File: src/bridge_cfg_defines.svh
`ifndef BRIDGE_CFG_DEFINES_SVH
`define BRIDGE_CFG_DEFINES_SVH

// Configuration-space byte offsets
`define OFS_SLOT 8'hc8
`define OFS_LINK0 8'hcc
`define OFS_LINK1 8'hd0
`define OFS_LINK2 8'hd4
`define OFS_PDCAP 8'hd8
`define OFS_PDWORD 8'hdc
`define OFS_WIN0TB 8'he0

// Reset values of whole words
`define RST_SLOT 32'h0000_0000
`define RST_LINK0 32'h0400_1060
`define RST_LINK1 32'h0400_0217
`define RST_LINK2 32'h0019_0254
`define RST_PDWORD 32'h0000_0000
`define RST_WIN0TB 32'h0000_0000

// Writable bit masks of the words with a fixed mask
`define WM_SLOT 32'h0000_07ff
`define WM_LINK0 32'hffff_1fff
`define WM_LINK1 32'hffff_03ff
`define WM_LINK2 32'h007f_7fff
`define WM_PDWORD 32'hffff_ffff

// Fixed header of the product data capability
`define PD_CAP_ID 8'h03
`define PD_NEXT_PTR 8'hf0

// Product data control field positions
`define PD_FLAG_BIT 31
`define PD_ADDR_HI 23
`define PD_ADDR_LO 18

// Product data lives this far into the serial EEPROM
`define PD_EE_OFFSET 9'h040

// Translated base field
`define TB_LO 12

`endif

File: src/bridge_cfg_pkg.sv
package bridge_cfg_pkg;

  // Configuration access request
  typedef struct packed {
    logic wr;
    logic [7:0] addr;
    logic [3:0] be;
    logic [31:0] wdata;
  } cfg_req_t;

  // Hot-plug slot control outputs
  typedef struct packed {
    logic pwr_ctl;
    logic [1:0] pwr_ind;
    logic [1:0] attn_ind;
    logic [5:0] event_en;
  } slot_ctl_t;

  // Hot-plug slot status inputs
  typedef struct packed {
    logic presence_state;
    logic retention_latch_sensor_state;
    logic [4:0] events;
  } slot_evt_t;

  // Link tuning knobs for the link state machine
  typedef struct packed {
    logic hot_reset_en;
    logic loopback_en;
    logic crosslink_en;
    logic force_config;
    logic debug_sel;
    logic [2:0] lane_retries;
    logic [4:0] ts1_count;
    logic [15:0] l1_entry_timer;
    logic [9:0] l0s_life_timer;
    logic [15:0] l1_life_timer;
    logic [7:0] cdr_fts_count;
    logic [6:0] l0s_exit_lat;
    logic [6:0] l1_exit_lat;
  } link_tuning_t;

  // EEPROM cycle engine states
  typedef enum logic [1:0] {
    EE_IDLE = 2'b00,
    EE_ISSUE = 2'b01,
    EE_WAIT = 2'b11
  } ee_state_t;

endpackage

File: src/bridge_slot_link_vpd_config.sv
`timescale 1ns/1ps
`default_nettype none

`include "bridge_cfg_defines.svh"

module bridge_slot_link_vpd_config
  import bridge_cfg_pkg::*;
(
  // Clock and reset
  input wire logic CLK,
  input wire logic RESET_N,
  // Configuration access
  input wire logic CFG_REQ,
  input wire cfg_req_t CFG_CMD,
  output logic CFG_ACK,
  output logic [31:0] CFG_RDATA,
  // Hot-plug slot
  input wire slot_evt_t SLOT_EVT,
  output slot_ctl_t SLOT_CTL,
  // Link state machine tuning
  output link_tuning_t LINK_CFG,
  // Upstream memory 0 window
  input wire logic [30:12] WIN0_SIZE,
  input wire logic UP_VALID,
  input wire logic [31:0] UP_ADDR,
  output logic UP_XLAT_VALID,
  output logic [31:0] UP_XLAT_ADDR,
  // Serial EEPROM controller
  output logic EE_REQ,
  output logic EE_WE,
  output logic [8:0] EE_ADDR,
  output logic [31:0] EE_WDATA,
  input wire logic EE_DONE,
  input wire logic [31:0] EE_RDATA
);

  // Byte-enable masked merge of a write into a word
  function automatic logic [31:0] be_merge(input logic [31:0] old,
                                           input logic [31:0] wdata,
                                           input logic [3:0] be,
                                           input logic [31:0] wmask);
    logic [31:0] m;
    m = {{8{be[3]}}, {8{be[2]}}, {8{be[1]}}, {8{be[0]}}} & wmask;
    return (old & ~m) | (wdata & m);
  endfunction

  // Storage words
  logic [31:0] slot_q; // Slot control half and status half
  logic [31:0] link0_q; // Link tuning word 0
  logic [31:0] link1_q; // Link tuning word 1
  logic [31:0] link2_q; // Link tuning word 2
  logic [5:0] pd_addr_q; // Product data dword address
  logic pd_flag_q; // Product data operation flag
  logic pd_busy_q; // EEPROM cycle in flight
  logic [31:0] pd_word_q; // Product data word
  logic [31:0] win0tb_q; // Translated base word

  // Decoded access strobes
  wire wr_en;
  wire hit_slot;
  wire hit_link0;
  wire hit_link1;
  wire hit_link2;
  wire hit_pdcap;
  wire hit_pdword;
  wire hit_win0tb;
  wire pd_start;
  wire pd_op;
  wire pd_done;
  wire [31:0] pd_rdata;
  wire [31:0] pd_cap_word;
  wire [31:0] win0_wmask;
  wire [31:0] win0_mask;
  wire [31:0] xlat_addr;
  logic [31:0] rd_mux;

  // Write merges and engine address
  wire [31:0] slot_wr; // Slot word with the write applied
  wire [31:0] link0_wr; // Link word 0 with the write applied
  wire [31:0] link1_wr; // Link word 1 with the write applied
  wire [31:0] link2_wr; // Link word 2 with the write applied
  wire [31:0] pd_word_wr; // Product data word with the write applied
  wire [31:0] win0tb_wr; // Translated base with the write applied
  wire [5:0] engine_addr; // Dword address handed to the engine

  assign wr_en = CFG_REQ && CFG_CMD.wr;
  assign hit_slot = CFG_CMD.addr == `OFS_SLOT;
  assign hit_link0 = CFG_CMD.addr == `OFS_LINK0;
  assign hit_link1 = CFG_CMD.addr == `OFS_LINK1;
  assign hit_link2 = CFG_CMD.addr == `OFS_LINK2;
  assign hit_pdcap = CFG_CMD.addr == `OFS_PDCAP;
  assign hit_pdword = CFG_CMD.addr == `OFS_PDWORD;
  assign hit_win0tb = CFG_CMD.addr == `OFS_WIN0TB;

  // A write to the flag byte starts a cycle unless one is running
  assign pd_start = wr_en && hit_pdcap && CFG_CMD.be[3] && !pd_busy_q;
  assign pd_op = CFG_CMD.wdata[`PD_FLAG_BIT];

  // Fixed header plus control fields
  assign pd_cap_word = {pd_flag_q, 7'h00, pd_addr_q, 2'b00, `PD_NEXT_PTR, `PD_CAP_ID};

  // Base bits follow the window size, bit 31 always writable
  assign win0_mask = {1'b1, WIN0_SIZE, 12'h000};
  assign win0_wmask = win0_mask;

  // Replace window bits with the base, keep the offset
  assign xlat_addr = (win0tb_q & win0_mask) | (UP_ADDR & ~win0_mask);

  // Control and link words keep their read-only bits
  assign slot_wr = be_merge(slot_q, CFG_CMD.wdata, CFG_CMD.be, `WM_SLOT);
  assign link0_wr = be_merge(link0_q, CFG_CMD.wdata, CFG_CMD.be, `WM_LINK0);
  assign link1_wr = be_merge(link1_q, CFG_CMD.wdata, CFG_CMD.be, `WM_LINK1);
  assign link2_wr = be_merge(link2_q, CFG_CMD.wdata, CFG_CMD.be, `WM_LINK2);

  // Data word and translated base under byte enables
  assign pd_word_wr = be_merge(pd_word_q, CFG_CMD.wdata, CFG_CMD.be, `WM_PDWORD);
  assign win0tb_wr = be_merge(win0tb_q, CFG_CMD.wdata, CFG_CMD.be, win0_wmask);

  // An address written with the start drives that very cycle
  assign engine_addr = wr_en && hit_pdcap && CFG_CMD.be[2] ?
                       CFG_CMD.wdata[`PD_ADDR_HI:`PD_ADDR_LO] : pd_addr_q;

  // Read data selection, unmapped offsets read zero
  always_comb begin
    rd_mux = 32'h0000_0000;
    case (1'b1)
      hit_slot: rd_mux = slot_q;
      hit_link0: rd_mux = link0_q;
      hit_link1: rd_mux = link1_q;
      hit_link2: rd_mux = link2_q;
      hit_pdcap: rd_mux = pd_cap_word;
      hit_pdword: rd_mux = pd_word_q;
      hit_win0tb: rd_mux = win0tb_q;
      default: rd_mux = 32'h0000_0000;
    endcase
  end

  // Access acknowledge and read data, one cycle after the request
  always_ff @(posedge CLK or negedge RESET_N) begin
    if (!RESET_N) begin
      CFG_ACK <= 1'b0;
      CFG_RDATA <= 32'h0000_0000;
    end else begin
      CFG_ACK <= CFG_REQ;
      // Reads return the selected word, writes return zero
      CFG_RDATA <= CFG_REQ && !CFG_CMD.wr ? rd_mux : 32'h0000_0000;
    end
  end

  // Slot control writes and status capture
  always_ff @(posedge CLK or negedge RESET_N) begin
    if (!RESET_N) begin
      slot_q <= `RST_SLOT;
    end else begin
      // Status half mirrors the hot-plug flags, read-only
      slot_q[31:16] <= {9'h000, SLOT_EVT};
      // Control half takes the write, reserved bits stay zero
      if (wr_en && hit_slot) begin
        slot_q[15:0] <= slot_wr[15:0];
      end
    end
  end

  // Link tuning words
  always_ff @(posedge CLK or negedge RESET_N) begin
    if (!RESET_N) begin
      link0_q <= `RST_LINK0;
      link1_q <= `RST_LINK1;
      link2_q <= `RST_LINK2;
    end else begin
      // Each word is written at its own offset
      if (wr_en && hit_link0) begin
        link0_q <= link0_wr;
      end
      if (wr_en && hit_link1) begin
        link1_q <= link1_wr;
      end
      if (wr_en && hit_link2) begin
        link2_q <= link2_wr;
      end
    end
  end

  // Product data address, flag and busy tracking
  always_ff @(posedge CLK or negedge RESET_N) begin
    if (!RESET_N) begin
      pd_addr_q <= 6'h00;
      pd_flag_q <= 1'b0;
      pd_busy_q <= 1'b0;
    end else begin
      // Address byte is locked while a cycle runs
      if (wr_en && hit_pdcap && CFG_CMD.be[2] && !pd_busy_q) begin
        pd_addr_q <= CFG_CMD.wdata[`PD_ADDR_HI:`PD_ADDR_LO];
      end
      // Start latches the operation, completion flips it
      if (pd_start) begin
        pd_flag_q <= pd_op; // Holds written value while running
        pd_busy_q <= 1'b1;
      end else if (pd_done) begin
        pd_flag_q <= ~pd_flag_q; // Read sets, write clears
        pd_busy_q <= 1'b0;
      end
    end
  end

  // Product data word: software writes, read completion loads
  always_ff @(posedge CLK or negedge RESET_N) begin
    if (!RESET_N) begin
      pd_word_q <= `RST_PDWORD;
    end else begin
      // A finished read wins over a software write
      if (pd_done && !pd_flag_q) begin
        pd_word_q <= pd_rdata;
      end else if (wr_en && hit_pdword) begin
        pd_word_q <= pd_word_wr;
      end
    end
  end

  // Translated base word, low bits fixed at zero
  always_ff @(posedge CLK or negedge RESET_N) begin
    if (!RESET_N) begin
      win0tb_q <= `RST_WIN0TB;
    end else if (wr_en && hit_win0tb) begin
      win0tb_q <= win0tb_wr;
    end
  end

  // Registered upstream address translation
  always_ff @(posedge CLK or negedge RESET_N) begin
    if (!RESET_N) begin
      UP_XLAT_VALID <= 1'b0;
      UP_XLAT_ADDR <= 32'h0000_0000;
    end else begin
      UP_XLAT_VALID <= UP_VALID;
      // Address holds between requests
      if (UP_VALID) begin
        UP_XLAT_ADDR <= xlat_addr;
      end
    end
  end

  // Control outputs are the stored fields themselves
  assign SLOT_CTL = slot_q[10:0];

  // Link word 0 knobs
  assign LINK_CFG.hot_reset_en = link0_q[0];
  assign LINK_CFG.loopback_en = link0_q[1];
  assign LINK_CFG.crosslink_en = link0_q[2];
  assign LINK_CFG.force_config = link0_q[3];
  assign LINK_CFG.debug_sel = link0_q[4];
  assign LINK_CFG.lane_retries = link0_q[7:5];
  assign LINK_CFG.ts1_count = link0_q[12:8];
  assign LINK_CFG.l1_entry_timer = link0_q[31:16];

  // Link word 1 knobs
  assign LINK_CFG.l0s_life_timer = link1_q[9:0];
  assign LINK_CFG.l1_life_timer = link1_q[31:16];

  // Each FTS set is one comma symbol then three K28.1 symbols
  assign LINK_CFG.cdr_fts_count = link2_q[7:0];
  assign LINK_CFG.l0s_exit_lat = link2_q[14:8];
  assign LINK_CFG.l1_exit_lat = link2_q[22:16];

  // EEPROM cycle engine
  product_data_engine u_engine (
    .clk(CLK),
    .reset_n(RESET_N),
    .start(pd_start),
    .op_write(pd_op),
    .dword_addr(engine_addr),
    .wdata(pd_word_q),
    .done(pd_done),
    .rdata(pd_rdata),
    .ee_req(EE_REQ),
    .ee_we(EE_WE),
    .ee_addr(EE_ADDR),
    .ee_wdata(EE_WDATA),
    .ee_done(EE_DONE),
    .ee_rdata(EE_RDATA)
  );

endmodule

`default_nettype wire

File: src/product_data_engine.sv
`timescale 1ns/1ps
`default_nettype none

`include "bridge_cfg_defines.svh"

// Runs one EEPROM read or write cycle for the product data capability
module product_data_engine
  import bridge_cfg_pkg::*;
(
  // Clock and reset
  input wire logic clk,
  input wire logic reset_n,
  // Start from the register bank
  input wire logic start,
  input wire logic op_write,
  input wire logic [5:0] dword_addr,
  input wire logic [31:0] wdata,
  // Completion to the register bank
  output logic done,
  output logic [31:0] rdata,
  // EEPROM controller side
  output logic ee_req,
  output logic ee_we,
  output logic [8:0] ee_addr,
  output logic [31:0] ee_wdata,
  input wire logic ee_done,
  input wire logic [31:0] ee_rdata
);

  ee_state_t state_q; // Cycle state
  ee_state_t state_d; // Next cycle state
  wire [8:0] byte_addr; // EEPROM byte address of the dword

  // Product data sits above the EEPROM's own setup area
  assign byte_addr = {1'b0, dword_addr, 2'b00} + `PD_EE_OFFSET;

  // Next state
  always_comb begin
    state_d = state_q;
    case (state_q)
      EE_IDLE: begin
        if (start) begin
          state_d = EE_ISSUE;
        end
      end
      EE_ISSUE: state_d = EE_WAIT;
      EE_WAIT: begin
        if (ee_done) begin
          state_d = EE_IDLE;
        end
      end
      default: state_d = EE_IDLE;
    endcase
  end

  // State register and EEPROM request, held until done
  always_ff @(posedge clk or negedge reset_n) begin
    if (!reset_n) begin
      state_q <= EE_IDLE;
      ee_req <= 1'b0;
      ee_we <= 1'b0;
      ee_addr <= 9'h000;
      ee_wdata <= 32'h0000_0000;
    end else begin
      state_q <= state_d;
      if (state_q == EE_IDLE && start) begin
        ee_req <= 1'b1;
        ee_we <= op_write;
        ee_addr <= byte_addr;
        ee_wdata <= wdata;
      end else if (state_q == EE_WAIT && ee_done) begin
        ee_req <= 1'b0;
      end
    end
  end

  // Completion pulse and captured read data
  always_ff @(posedge clk or negedge reset_n) begin
    if (!reset_n) begin
      done <= 1'b0;
      rdata <= 32'h0000_0000;
    end else begin
      done <= (state_q == EE_WAIT) && ee_done;
      if (state_q == EE_WAIT && ee_done && !ee_we) begin
        rdata <= ee_rdata; // Lowest byte is the addressed one
      end
    end
  end

endmodule

`default_nettype wire
File: config.mk
export PLATFORM = sky130hd
export DESIGN_NAME = bridge_slot_link_vpd_config
export DESIGN_NICKNAME = d
export VERILOG_FILES = /design/src/bridge_cfg_pkg.sv /design/src/bridge_slot_link_vpd_config.sv /design/src/product_data_engine.sv
export VERILOG_INCLUDE_DIRS = /design/src
export SDC_FILE = /design/constraint.sdc
export NUM_CORES = 1
export LEC_CHECK = 0
export BUFFER_PORTS_ARGS = -buffer_cell sky130_fd_sc_hd__buf_4
export CORE_UTILIZATION = 48
export CTS_CLUSTER_DIAMETER = 150
export DETAILED_ROUTE_END_ITERATION = 16
export PLACE_DENSITY_LB_ADDON = 0.05
export SLEW_MARGIN = 25
export SYNTH_ARGS = -nofsm -noshare
export SYNTH_HDL_FRONTEND = slang
export SYNTH_SLANG_ARGS = --single-unit
File: constraint.sdc
create_clock -name CLK -period 1.63 [get_ports CLK]
set_input_delay 0.0815 -clock CLK [delete_from_list [all_inputs] [get_ports CLK]]
set_output_delay 0.0815 -clock CLK [all_outputs]
set_load 0.05 [all_outputs]
Yosys cells after proc, flatten, opt, wreduce, memory -nomap -nowiden

Index checks and enable logic that the tools add are counted.

Bits in registers: 335
Latch bits: 0
Memory bits (writable): 0
ROM bits: 0
Input bits: 140
Output and inout bits: 197
Word-level logic and storage cells: 109
Memories: 0

$add $sub $neg: 1
$mul: 0
Div/mod/pow operators: 0
$lt $le $gt $ge: 0
Eq/ne operators: 11
Shift operators: 0
Muxes and demuxes: 20
Bitwise gates (word level): 30
Reduce and logical (&&, ||, !) cells: 26

Operators with widths:

| kind                | count |
|---|---|
| $and 32x32->32      | 12 |
| $mux 32             | 10 |
| $or 32x32->32       | 6 |
| $not 32->32         | 5 |
| $eq 8x8->1 const B  | 7 |
| $and 32x23->32      | 1 |
| $not 23->32         | 1 |
| $logic_and 1x1->1   | 17 |
| $and 16x11->16      | 1 |
| $and 16x16->16      | 1 |
| $not 11->16         | 1 |
| $or 16x16->16       | 1 |
| $add 8x7->9 const B | 1 |
| $mux 1              | 6 |
| $mux 6              | 1 |
| $pmux 2 s3          | 1 |
| $reduce_bool 2->1   | 3 |
| $logic_not 1->1     | 4 |
| $mux 2              | 2 |
| $eq 2x1->1 const B  | 1 |
| $eq 2x2->1 const B  | 1 |
| $logic_not 2->1     | 1 |
| $ne 2x1->1 const B  | 1 |
| $ne 2x2->1 const B  | 1 |
| 2 further kinds     | 2 |

Depth between registers and ports, before layout

Gate-level depths: netlist of run 1.

Depth after elaboration: 9
Depth in mapped cells: 9

Cells and area by module

A second synthesis of run 1 with hierarchy kept.

Cell total of the unflattened synthesis: 1076
Area, all modules: 13126.3 µm²

Modules (own cells, without submodules):

| module                      | instances | cells an instance | area an instance (µm²) |
|---|---|---|---|
| bridge_slot_link_vpd_config | 1         | 904               | 10264.8 |
| product_data_engine         | 1         | 172               | 2861.5 |

Worst setup path after synthesis of run 1

Ideal clock, no wire load.

Path kind: input port to flip-flop
Start: input CFG_CMD[40] in the netlist's numbering
End: register u_engine.ee_addr[7]
Setup time: 0.119 ns
Arrival: 1.760 ns
Setup slack: -0.249 ns
Cell stages on the path: 7
Buffers on the path: 1
Path through: clkbuf_2 > nand4b_1 > nor3_2 > mux2_2 > ha_1 > nand2_1 > nand2_1

Word-level cells in the longest chain between the ends: 5

RTL lines:

| what                            | RTL line                           | source |
|---|---|---|
| start, declared                 | bridge_slot_link_vpd_config.sv:14  | `input wire cfg_req_t CFG_CMD,` |
| $eq 8x8->1 (no line)            | -                                  |  |
| $logic_and 1x1->1 (2 in series) | bridge_slot_link_vpd_config.sv:120 | `assign engine_addr = wr_en && hit_pdcap && CFG_CMD.be[2] ?` |
| $mux 6                          | bridge_slot_link_vpd_config.sv:120 |  |
| $add 8x7->9 (no line)           | -                                  |  |
| via u_engine.byte_addr[7]       | product_data_engine.sv:32          | `wire [8:0] byte_addr;` |
| end signal, assigned            | product_data_engine.sv:69          | `ee_addr <= byte_addr;` |
| end, declared                   | product_data_engine.sv:24          | `output logic [8:0] ee_addr,` |

The timed path passes the listed nets, and every way through them passes these cells.
A chain may end at the register's enable or synchronous reset.

Final worst setup path of run 1

Start: register pd_busy_q
End: register u_engine.ee_wdata[10]

Word-level cells in the longest chain between the ends: 3

RTL lines:

| what                   | RTL line                           | source |
|---|---|---|
| start, declared        | bridge_slot_link_vpd_config.sv:54  | `logic pd_busy_q;` |
| start signal, assigned | bridge_slot_link_vpd_config.sv:189 | `pd_busy_q <= 1'b0;` |
| start signal, assigned | bridge_slot_link_vpd_config.sv:198 | `pd_busy_q <= 1'b1;` |
| start signal, assigned | bridge_slot_link_vpd_config.sv:201 | `pd_busy_q <= 1'b0;` |
| $logic_not 1->1        | bridge_slot_link_vpd_config.sv:96  | `assign pd_start = wr_en && hit_pdcap && CFG_CMD.be[3] && !pd_busy_q;` |
| $logic_and 1x1->1      | bridge_slot_link_vpd_config.sv:96  |  |
| $logic_and 1x1->1      | product_data_engine.sv:66          | `if (state_q == EE_IDLE && start) begin` |
| end signal, assigned   | product_data_engine.sv:70          | `ee_wdata <= wdata;` |
| end, declared          | product_data_engine.sv:25          | `output logic [31:0] ee_wdata,` |

No other way between the ends.

==> results.md, run 1 <==
* Register cell area after layout at 0.00745 mm^2
* Post-DRT Antenna Nets at 0
* Switch Pwr at 4.23 mW
* Yosys top cell by area: dfrtp_1
* Worst R2R Setup Slack at -0.07 ns
* TritonCTS clock tree: built
* Max clock buf depth at 3
* PD cells at 889 mW/mm^2
* Worst-path clk slew at 0.06 ns
* Worst R2R Path Depth at 6
* CP Capture Point: u_engine.ee_wdata[10]
* Gr usage total at 32.1%
* CTS buffer count at 34
* Initial core utilization at 48.7%
* Cell Area, Synth at 0.0131 mm^2
* Initial antenna violation count at 0
* Number of detailed-route iterations in the first pass at 5
* Yosys synthesis warning count at 0
* Cell count along the critical path at 6
* Sequential share of power at 44.3%
* DR vias/cell at 5.55
* Initial DRC count at 1,053
* Yosys cell types at 61
* Max Slew Vio Count at 0
* Post-synth EDFFs at 0
* Critical R2R Capture: u_engine.ee_wdata[10]
* Die W at 167 um
* Post-Route M1 WL at 19,400 um
* Die ar. at 0.0279 mm^2
* P_int at 12.9 mW
* DRC violations left at 0
* TritonCTS Sinks at 297
* Cells after Synth at 1,170
* #FFs+latches synth at 297
* Clock Skews at 0.0169 ns
* First-pass GRT wire length at 68,300 um
* H-tree Lvls at 2
* Layout area overhead at 47.6%
* CP Data Arrival Time at 2.11 ns
* Largest net degree at the start of global routing at 61
* Number of global-route vias before repair at 11,600
* CP Cell Sequence: and3b_1 > nand4_1 > or3_4 > buf_8 > nand2_1 > nand2_1
* Critical path startpoint: pd_busy_q
* Mean post-synth cell area at 11.2 um^2
* Critical Path Source Type: flop
* LEAKAGE at 9.60 nW
* Crit end category: flop
* GPL Wtd Cong at 0.980
* PnR worst setup slack at -0.0734 ns
* Die height at 167 um
* Status: finished with violations
* Layout fillers at 1,964
* Hold Vio Cnt, Final at 0
* Area of the core at 0.0269 mm^2
* Top cells by area, synth: dfrtp_1, mux2_2, nand2_1, a21oi_1, dfstp_2
* Net total in the final layout at 1,858
* Area of the multi-input gates at 0.00529 mm^2
* Hold Crit Class: in -> reg
* Synth top area share at 53.6%
* Fraction of registers with async set/reset at 100%
* Comb power frac at 11.8%
* Dominant synthesized flop cell: dfrtp_1
* Final wirelength at 44,500 um
* Setup CP Type: reg -> reg
* N_diodes at 0
* Root Driver: clkbuf_16
* Failing checks: setup timing
* # port buffers at 333
* # rows at 60
* RSZ-0062 raised after global routing: true
* WL per Instance at 21.4 um
* Met3 WL at 3540 um
* Maxcap violations at 0
* CP Buf/Inv Count at 1
* Highest cell delay on the worst timing path at 0.45 ns
* Clock latency on the worst-skew pair at 0.51 ns
* Post-layout util at 71.8%
* Most common cell on crit path: nand2_1
* Clock power frac at 43.9%
* Sw frac at 24.6%
* Post-DP HPWL at 32,100 um
* Crit-path slowest cell: or3_4
* Vias post-DR at 11,600
* Crit share post-route at 105%
* Endpoints failing setup at 41
* Max VDD drop at 0.000742 V
* Slew @ Worst Pin at 0.656 ns
* Met2 Routed Length at 20,400 um
* Min Tclk post-route at 1.70 ns
* F_max at 587 MHz
* Worst EP required at 2.04 ns
* Kind of cell adding the most delay to the critical path: simple AND/OR/NAND/NOR gates
* Register area share after synthesis at 57.0%
* Worst slack, placed at -0.249 ns
* Top Metal Used: met4
* Slew headroom at 55.1%
* Reg2reg start: pd_busy_q
* Ratio of cells with drive above 1 in the final layout at 40.1%
* I/O Pins at 337
* Gr ovfl total at 0
* CP max FO at 19
[cell usage after synthesis (all sizes together), types with 24 or more instances]
cell	n
a21oi	110
and3	37
buf	38
clkbuf	38
dfrtp	280
mux2	164
mux2i	24
nand2	169
nor2	69
o21ai	70
[final cells by class]
cell class / count / area share, %
inverters: 17 / 0.331
repair buffers: 586 / 25.7
well taps: 341 / 2.21
clock inverters: 6 / 0.467
multi-input cells: 781 / 27.4
flip-flops and latches: 297 / 38.6
clock buffers: 55 / 5.24
[what timing repair did]
action	CTS	global route
hold buffers	143	0
buffers inserted	0	1
endpoints found under the hold margin	478	0
cloned	0	1
endpoints found under the setup margin	42	57
resized for setup	2	15
pin swaps	0	0
[power by group through the flow]
stage | Sequential, mW | Clock (mW) | Combinational, mW
final | 7.60 | 7.54 | 2.02
after global placement | 7.73 | 0 | 1.71
after global routing | 7.61 | 7.91 | 2.14
after floorplan | 8.10 | 0 | 0.414
after detailed placement | 7.73 | 0 | 1.72
after CTS | 7.60 | 7.64 | 2.00
[through the flow]
step	cells	setup TNS [ns]	hold slack [ns]	power, mW	area [um^2]
final	2083	-1.75	0.0562	17.2	19300
after global routing	2083	-5.03	0.0732	17.7	19300
after CTS	2081	-0.568	0.0442	17.2	19200
after detailed placement	1877	-11.60	0.0128	9.45	16700
after global placement	1877	-7.69	0.0182	9.44	16700
after floorplan	1171	-0.599	-0.214	8.52	13200
[placed cells by master (no fill, tap or decap), types with 9 or more instances in the layout]
master,netlist,final
buf_4,15,423
dfrtp_1,280,279
nand2_1,168,167
mux2_2,161,159
dlygate4sd3_1,0,143
a21oi_1,110,109
o21ai_0,70,69
nor2_1,56,55
and3_1,37,37
clkbuf_16,0,36
mux2i_1,24,24
nand3_1,17,17
inv_1,17,17
dfstp_2,17,17
clkbuf_1,37,14
a221oi_1,13,13
buf_12,0,12
o22ai_1,11,11
nor3_1,9,9
[cell families (layout without fill, tap and decap cells)]
kind of cell | Yosys count | count (layout) | synth area share [%]
muxes | 188 | 188 | 16.0
other | 1 | 2 | 0.0287
xor gates and xnor gates | 1 | 1 | 0.0670
AOI/OAI and AO/OA | 256 | 256 | 11.6
and+or+nand+nor | 333 | 333 | 12.0
DFF | 297 | 297 | 57.0
adders and majority gates | 1 | 1 | 0.0956
buffers and inverters | 93 | 664 | 3.24
[worst min-delay path by stage]
stage                      endpoint  slack [ns]  depth (start not counted)        start
global route                   flop        0.07                          4  CFG_CMD[33]
finish                         flop        0.06                          4  CFG_CMD[33]
global placement      UP_XLAT_VALID        0.02                          1      RESET_N
CTS                            flop        0.04                          4  CFG_CMD[33]
detailed placement  UP_XLAT_ADDR[0]        0.01                          1      RESET_N
floorplan                   CFG_ACK       -0.21                          0      RESET_N
[routing by layer]
metal | global-route usage, % | vias up
li1 | - | 5224
met1 | 45.4 | 5743
met2 | 49.8 | 522
met3 | 6.51 | 74
met4 | 9.74 | 0
met5 | 0 | -
[worst reg2reg max path, cell delays in order (launching register included)]
cell	delay, ns
dfrtp_1	0.39
and3b_1	0.24
nand4_1	0.20
or3_4	0.45
buf_8	0.18
nand2_1	0.09
nand2_1	0.06
(Power assumes the default switching activity.)
==> run 2, diff against run 1 <==
--- a/config.mk
+++ b/config.mk
@@ -6,8 +6,10 @@
 export SDC_FILE = /design/constraint.sdc
 export NUM_CORES = 1
 export LEC_CHECK = 0
+export ABC_CLOCK_PERIOD_IN_PS = 1630
 export BUFFER_PORTS_ARGS = -buffer_cell sky130_fd_sc_hd__buf_4
-export CORE_UTILIZATION = 48
+export CORE_UTILIZATION = 25
+export CTS_BUF_LIST = sky130_fd_sc_hd__clkbuf_8
 export CTS_CLUSTER_DIAMETER = 150
 export DETAILED_ROUTE_END_ITERATION = 16
 export PLACE_DENSITY_LB_ADDON = 0.05
==> run 2 against run 1 <==
Non-clock buffer count up 39; design area rose by 4.6%; highest routed layer is now met5; fmax up 1.8%; largest power group unchanged; the flow still finishes with violations (setup timing); sequential share of layout area is 1.7 points lower; critical path depth is the same; first-iteration DRC count decreased by 41%; via count decreased by 1.5%.
==> results.md, run 2 (same netlist as run 1, synthesis figures left out) <==
* Status: finished with violations
* Failing checks: setup timing
* Area of the core at 0.0515 mm^2
* Die W at 231 um
* Post-DRT Antenna Nets at 0
* Critical R2R Capture: u_engine.ee_wdata[2]
* CP max FO at 19
* Crit-path slowest cell: or3_1
* Setup CP Type: reg -> reg
* Register cell area after layout at 0.00745 mm^2
* Most common cell after layout, fill and taps aside: buf_4
* Maxcap violations at 0
* Hold path start: SLOT_EVT[0]
* Max clock buf depth at 3
* Root Driver: clkbuf_8
* I/O Pins at 337
* H-tree Lvls at 2
* Net total in the final layout at 1,919
* Sequential share of power at 43.8%
* Post-DP HPWL at 42,100 um
* First-pass GRT wire length at 81,400 um
* Hold Vio Cnt, Final at 0
* Hold depth at 2
* Worst R2R Path Depth at 6
* Hold endpoint: slot_q[16]
* Gr ovfl total at 0
* Layout area overhead at 54.4%
* TritonCTS Sinks at 297
* Ratio of cells with drive above 1 in the final layout at 40.9%
* Sw frac at 27.3%
* F_max at 598 MHz
* Die height at 231 um
* Comb power frac at 12.4%
* GPL Wtd Cong at 0.816
* Max VDD drop at 0.000449 V
* Clock power frac at 43.8%
* DR vias/cell at 4.54
* PnR worst setup slack at -0.0431 ns
* Gr usage total at 20.9%
* Most common cell on crit path: nand2_1
* Vias post-DR at 11,400
* LEAKAGE at 9.96 nW
* Crit share post-route at 103%
* Hold Crit Class: in -> reg
* Number of global-route vias before repair at 12,300
* Post-layout instance area at 0.0202 mm^2
* Crit end category: flop
* Number of detailed-route iterations in the first pass at 4
* Clock latency on the worst-skew pair at 0.66 ns
* Clock Skews at 0.0211 ns
* Worst-path clk slew at 0.06 ns
* Min Tclk post-route at 1.67 ns
* RSZ-0062 raised after global routing: true
* WL per Instance at 22.3 um
* Max Slew Vio Count at 0
* CTS buffer count at 56
* Largest net degree at the start of global routing at 76
* Endpoints failing setup at 22
* Placed cell count at 2,233
* PD cells at 860 mW/mm^2
* Critical Path Source Type: flop
* Initial antenna violation count at 3
* TritonCTS clock tree: built
* Switch Pwr at 4.73 mW
* Die ar. at 0.0532 mm^2
* Reg2reg start: pd_busy_q
* CP Cell Sequence: and3b_1 > nand4_1 > or3_1 > buf_4 > nand2_1 > nand2_1
* Layout Cells excl Fill at 2,507
* Initial DRC count at 617
* Final wirelength at 55,800 um
* Highest cell delay on the worst timing path at 0.41 ns
* Area of the multi-input gates at 0.00529 mm^2
* Worst EP required at 2.17 ns
* P_int at 12.6 mW
* Initial core utilization at 25.4%
* # rows at 83
* Post-DP Area at 0.0173 mm^2
* Most frequent cells in the layout: buf_4, dfrtp_1, nand2_1
* # port buffers at 333
* CP Data Arrival Time at 2.21 ns
* Layout fillers at 5,255
* DRC violations left at 0
* Worst R2R Setup Slack at -0.04 ns
[run 2: metrics by stage]
step | power, mW | setup TNS, ns | hold WS [ns] | worst slack [ns] | utilization, %
3_3_place_gp | 9.57 | -22.37 | -0.0794 | -0.235 | 33.7
4_1_cts | 17.7 | -1.72 | 0.0195 | -0.0677 | 39.2
3_5_place_dp | 9.58 | -24.44 | -0.0807 | -0.252 | 33.7
2_1_floorplan | 8.52 | -0.599 | -0.214 | -0.101 | -
5_1_grt | 18.1 | -3.69 | 0.0537 | -0.127 | 39.2
6_report | 17.4 | -0.702 | 0.0771 | -0.0431 | 39.2
[run 2: metal layers]
metal / up-vias / GRT usage [%] / share of wire, % / wire length [um]
met2: 296 / 36.7 / 50 / 28200
met1: 5636 / 25.5 / 42 / 23500
li1: 5358 / - / - / -
met4: 4 / 6.95 / 2.6 / 1460
met5: - / 0 / 0.039 / 22
met3: 92 / 4.17 / 4.8 / 2680
[run 2: layout make-up]
type / count / share of cell area, %
Multi-Input combinational cell: 781 / 26.2
Timing Repair Buffer: 625 / 26.6
Clock buffer: 74 / 5.04
Clock inverter: 31 / 0.756
Inverter: 17 / 0.316
Antenna cell: 2 / 0.0248
Sequential cell: 297 / 36.9
Tap cell: 680 / 4.21
[run 2: critical path, delay by kind of cell (launching register included)]
family                 cells  cell delay (ns)
buffers and inverters      1             0.23
DFF                        1             0.39
and+or+nand+nor            5             0.93
[run 2: worst max-delay path by stage]
stage	startpoint	endpoint	depth (start not counted)
after floorplan	CFG_CMD[40]	u_engine.ee_addr[7]	7
after global placement	CFG_CMD[36]	CFG_RDATA[16]	9
after detailed placement	CFG_CMD[36]	CFG_RDATA[31]	9
after CTS	pd_busy_q	u_engine.ee_wdata[17]	6
after global routing	pd_busy_q	u_engine.ee_wdata[8]	6
final	pd_busy_q	u_engine.ee_wdata[2]	6
[run 2: repair_timing]
action                     in CTS  in global routing
resized for setup               1                  4
setup endpoints to repair      31                 79
hold buffers                  165                  0
setup buffers                   0                  2
pin swaps                       0                  1
hold endpoints to repair      535                  0
[run 2: power groups by stage]
stage / Clock [mW] / Combinational, mW / Sequential [mW]
detailed placement: 0 / 1.84 / 7.74
finish: 7.61 / 2.16 / 7.61
global route: 8.18 / 2.31 / 7.62
CTS: 7.86 / 2.18 / 7.61
global placement: 0 / 1.83 / 7.74
floorplan: 0 / 0.414 / 8.10
==> run 3, diff against run 2 <==
--- a/config.mk
+++ b/config.mk
@@ -16,4 +16,5 @@
 export SLEW_MARGIN = 25
 export SYNTH_ARGS = -nofsm -noshare
 export SYNTH_HDL_FRONTEND = slang
+export SYNTH_HIERARCHICAL = 1
 export SYNTH_SLANG_ARGS = --single-unit
==> run 3 against run 2 <==
The flow still finishes with violations (setup timing); total power up 16%; combinational power up 60%; first-iteration DRC count up 2.4%; area after synthesis up 0.34%; worst setup slack worse by 0.12 ns; sequential share of layout area down 0.59 points; sequential cell count unchanged; global-route usage up 0.39 points; critical path type unchanged; largest cell class unchanged; largest power group unchanged.
==> results.md, run 3 <==
* Failing checks: setup timing
* Yosys synthesis warning count at 6
* Hold Vio Cnt, Final at 0
* Cell Area, Synth at 0.0131 mm^2
* Area of the multi-input gates at 0.00542 mm^2
* LEAKAGE at 9.97 nW
* Clock Skews at 0.0283 ns
* Worst slack, placed at -0.665 ns
* PD cells at 977 mW/mm^2
* Most common cell after layout, fill and taps aside: buf_4
* Worst R2R Path Depth at 7
* First-pass GRT wire length at 82,900 um
* Hold depth at 5
* TritonCTS Sinks at 297
* Largest net degree at the start of global routing at 41
* Initial DRC count at 632
* Cells after Synth at 1,076
* Critical Path Source Type: flop
* Crit-path slowest cell: dfrtp_1
* H-tree Lvls at 2
* Area of the core at 0.0516 mm^2
* TritonCTS clock tree: built
* Post-synth EDFFs at 0
* DR vias/cell at 4.64
* Die height at 231 um
* Sum Neg Setup Slack at -5.18 ns
* F_max at 557 MHz
* Endpoints failing setup at 41
* Most frequent cells in the layout: buf_4, dfrtp_1, dlygate4sd3_1
* Max VDD drop at 0.000480 V
* Initial core utilization at 25.4%
* Gr usage total at 21.3%
* Count leader, synth: dfrtp_1
* Hold Crit Class: in -> reg
* I/O Pins at 337
* Gr ovfl total at 0
* Die ar. at 0.0534 mm^2
* Kind of cell adding the most delay to the critical path: simple AND/OR/NAND/NOR gates
* Crit share post-route at 110%
* Initial antenna violation count at 1
* Mean post-synth cell area at 12.2 um^2
* Synth top area share at 53.4%
* DRC violations left at 0
* Slew headroom at 64.8%
* Ratio of cells with drive above 1 in the final layout at 44.9%
* CP Data Arrival Time at 2.30 ns
* Final wirelength at 56,600 um
* Vias post-DR at 11,300
* Max Slew Vio Count at 0
* CP Buf/Inv Count at 3
* Min Tclk post-route at 1.79 ns
* # rows at 83
* Number of global-route vias before repair at 12,100
* Maxcap violations at 0
* Worst EP required at 2.14 ns
* WL per Instance at 23.3 um
* GPL Wtd Cong at 0.775
* Setup CP Type: reg -> reg
* Crit end category: flop
* # port buffers at 333
* Yosys cell types at 58
* Worst-path clk slew at 0.06 ns
* CP max FO at 15
* Register area share after synthesis at 56.8%
* Number of detailed-route iterations in the first pass at 5
* Yosys top cell by area: dfrtp_1
* Register cell area after layout at 0.00745 mm^2
* Fraction of registers with async set/reset at 100%
* CTS buffer count at 56
* RSZ-0062 raised after global routing: true
* Slew @ Worst Pin at 0.529 ns
* Post-DP HPWL at 41,600 um
* Max clock buf depth at 3
* Net total in the final layout at 1,844
* Clock latency on the worst-skew pair at 0.64 ns
* PnR worst setup slack at -0.164 ns
* Status: finished with violations
* Root Driver: clkbuf_8
* #FFs+latches synth at 297
* Layout area overhead at 56.4%
* Dominant synthesized flop cell: dfrtp_1
* Highest cell delay on the worst timing path at 0.41 ns
* Layout fillers at 5,056
* Post-DRT Antenna Nets at 0
* Top cells by area, synth: dfrtp_1, mux2_2, dfstp_2, mux2_1, a21oi_1
* Most frequent cells after synthesis: dfrtp_1, mux2_2, a21oi_1, o21ai_0, nand2_1
* Cell count along the critical path at 7
* Die W at 231 um
* CP Cell Sequence: nor4_4 > nand2_2 > inv_2 > nor3b_4 > buf_4 > buf_12 > mux2_2
-- run 3: changes by cell type after synthesis, sizes merged, moves of 7 or more --
| cell | previous run | this run |
|---|---|---|
| inv | 17 | 7 |
| mux2 | 164 | 211 |
| nand3 | 17 | 33 |
| nand2b | 5 | 12 |
| a21o | 0 | 7 |
| a221oi | 13 | 5 |
| a21oi | 110 | 82 |
| nor2 | 69 | 44 |
| nand2 | 169 | 61 |
-- run 3: where the power goes --
group | internal, mW | switching, mW | total [mW]
registers | 8.24 | 0.710 | 8.95
logic | 1.57 | 1.87 | 3.45
clock network | 4.34 | 3.33 | 7.67
total | 14.1 | 5.92 | 20.1
-- run 3: logic make-up after synthesis --
group | share of synthesized area, %
and+or+nand+nor | 9.90
xor gates and xnor gates | 0.0667
buffers and inverters | 2.97
muxes | 19.9
AOI/OAI and AO/OA | 10.2
other | 0.0286
adders and majority gates | 0.0953
DFF | 56.8
-- run 3: routing by layer --
metal  GRT usage [%]  routed length [um]  up-vias
li1                -                   -     5178
met5               0                   0        -
met2            34.5               26500      293
met1            28.9               26100     5725
met4            6.93                1470        0
met3            3.44                2520       83
-- run 3: what timing repair did --
action                     4_1_cts  5_1_grt
cloned                           2        0
setup buffers                    4        3
pin swaps                        2        0
hold endpoints to repair       518        0
hold buffers                   161        0
resized for setup               13        3
setup endpoints to repair       40       41
-- run 3: final timing paths --
kind / slack (ns) / end / from
worst max-delay path: -0.16 / u_engine/ee_wdata[19] / pd_busy_q
worst max register to register: -0.16 / u_engine/ee_wdata[19] / pd_busy_q
worst min register to register: 0.49 / u_engine/rdata[13] / u_engine/rdata[13]
max in group asynchronous: 0.41 / asynchronous set/reset pin / RESET_N
worst min-delay path: 0.08 / CFG_RDATA[20] / CFG_CMD[40]
min in group asynchronous: 0.55 / u_engine/ee_addr[3] / RESET_N
-- run 3: worst min-delay path: cells and delay by family --
| kind | cells | cell delay [ns] |
|---|---|---|
| AO/OA/AOI/OAI | 2 | 0.15 |
| AND/OR/NAND/NOR | 1 | 0.09 |
| buffers and inverters | 2 | 0.31 |
-- run 3: layout make-up --
cell class	instances	share of cell area, %
flip-flops and latches	297	36.3
repair buffers	641	27.2
multi-input cells	700	26.4
clock buffers	77	5.16
well taps	680	4.15
clock inverters	26	0.664
inverters	7	0.128
diodes	1	0.0122
-- run 3: metrics by stage --
stage                     instances  utilization [%]  area (um^2)  power [mW]  hold slack (ns)
final                          2429             39.8        20500        20.1           0.0784
after CTS                      2425             39.7        20500        20.4          0.00477
after floorplan                1077                -        13200        10.5           -0.214
after global placement         2155             34.0        17500        12.1           0.0727
after detailed placement       2155             34.0        17500        12.2           0.0683
after global routing           2429             39.8        20500        21.1           0.0561
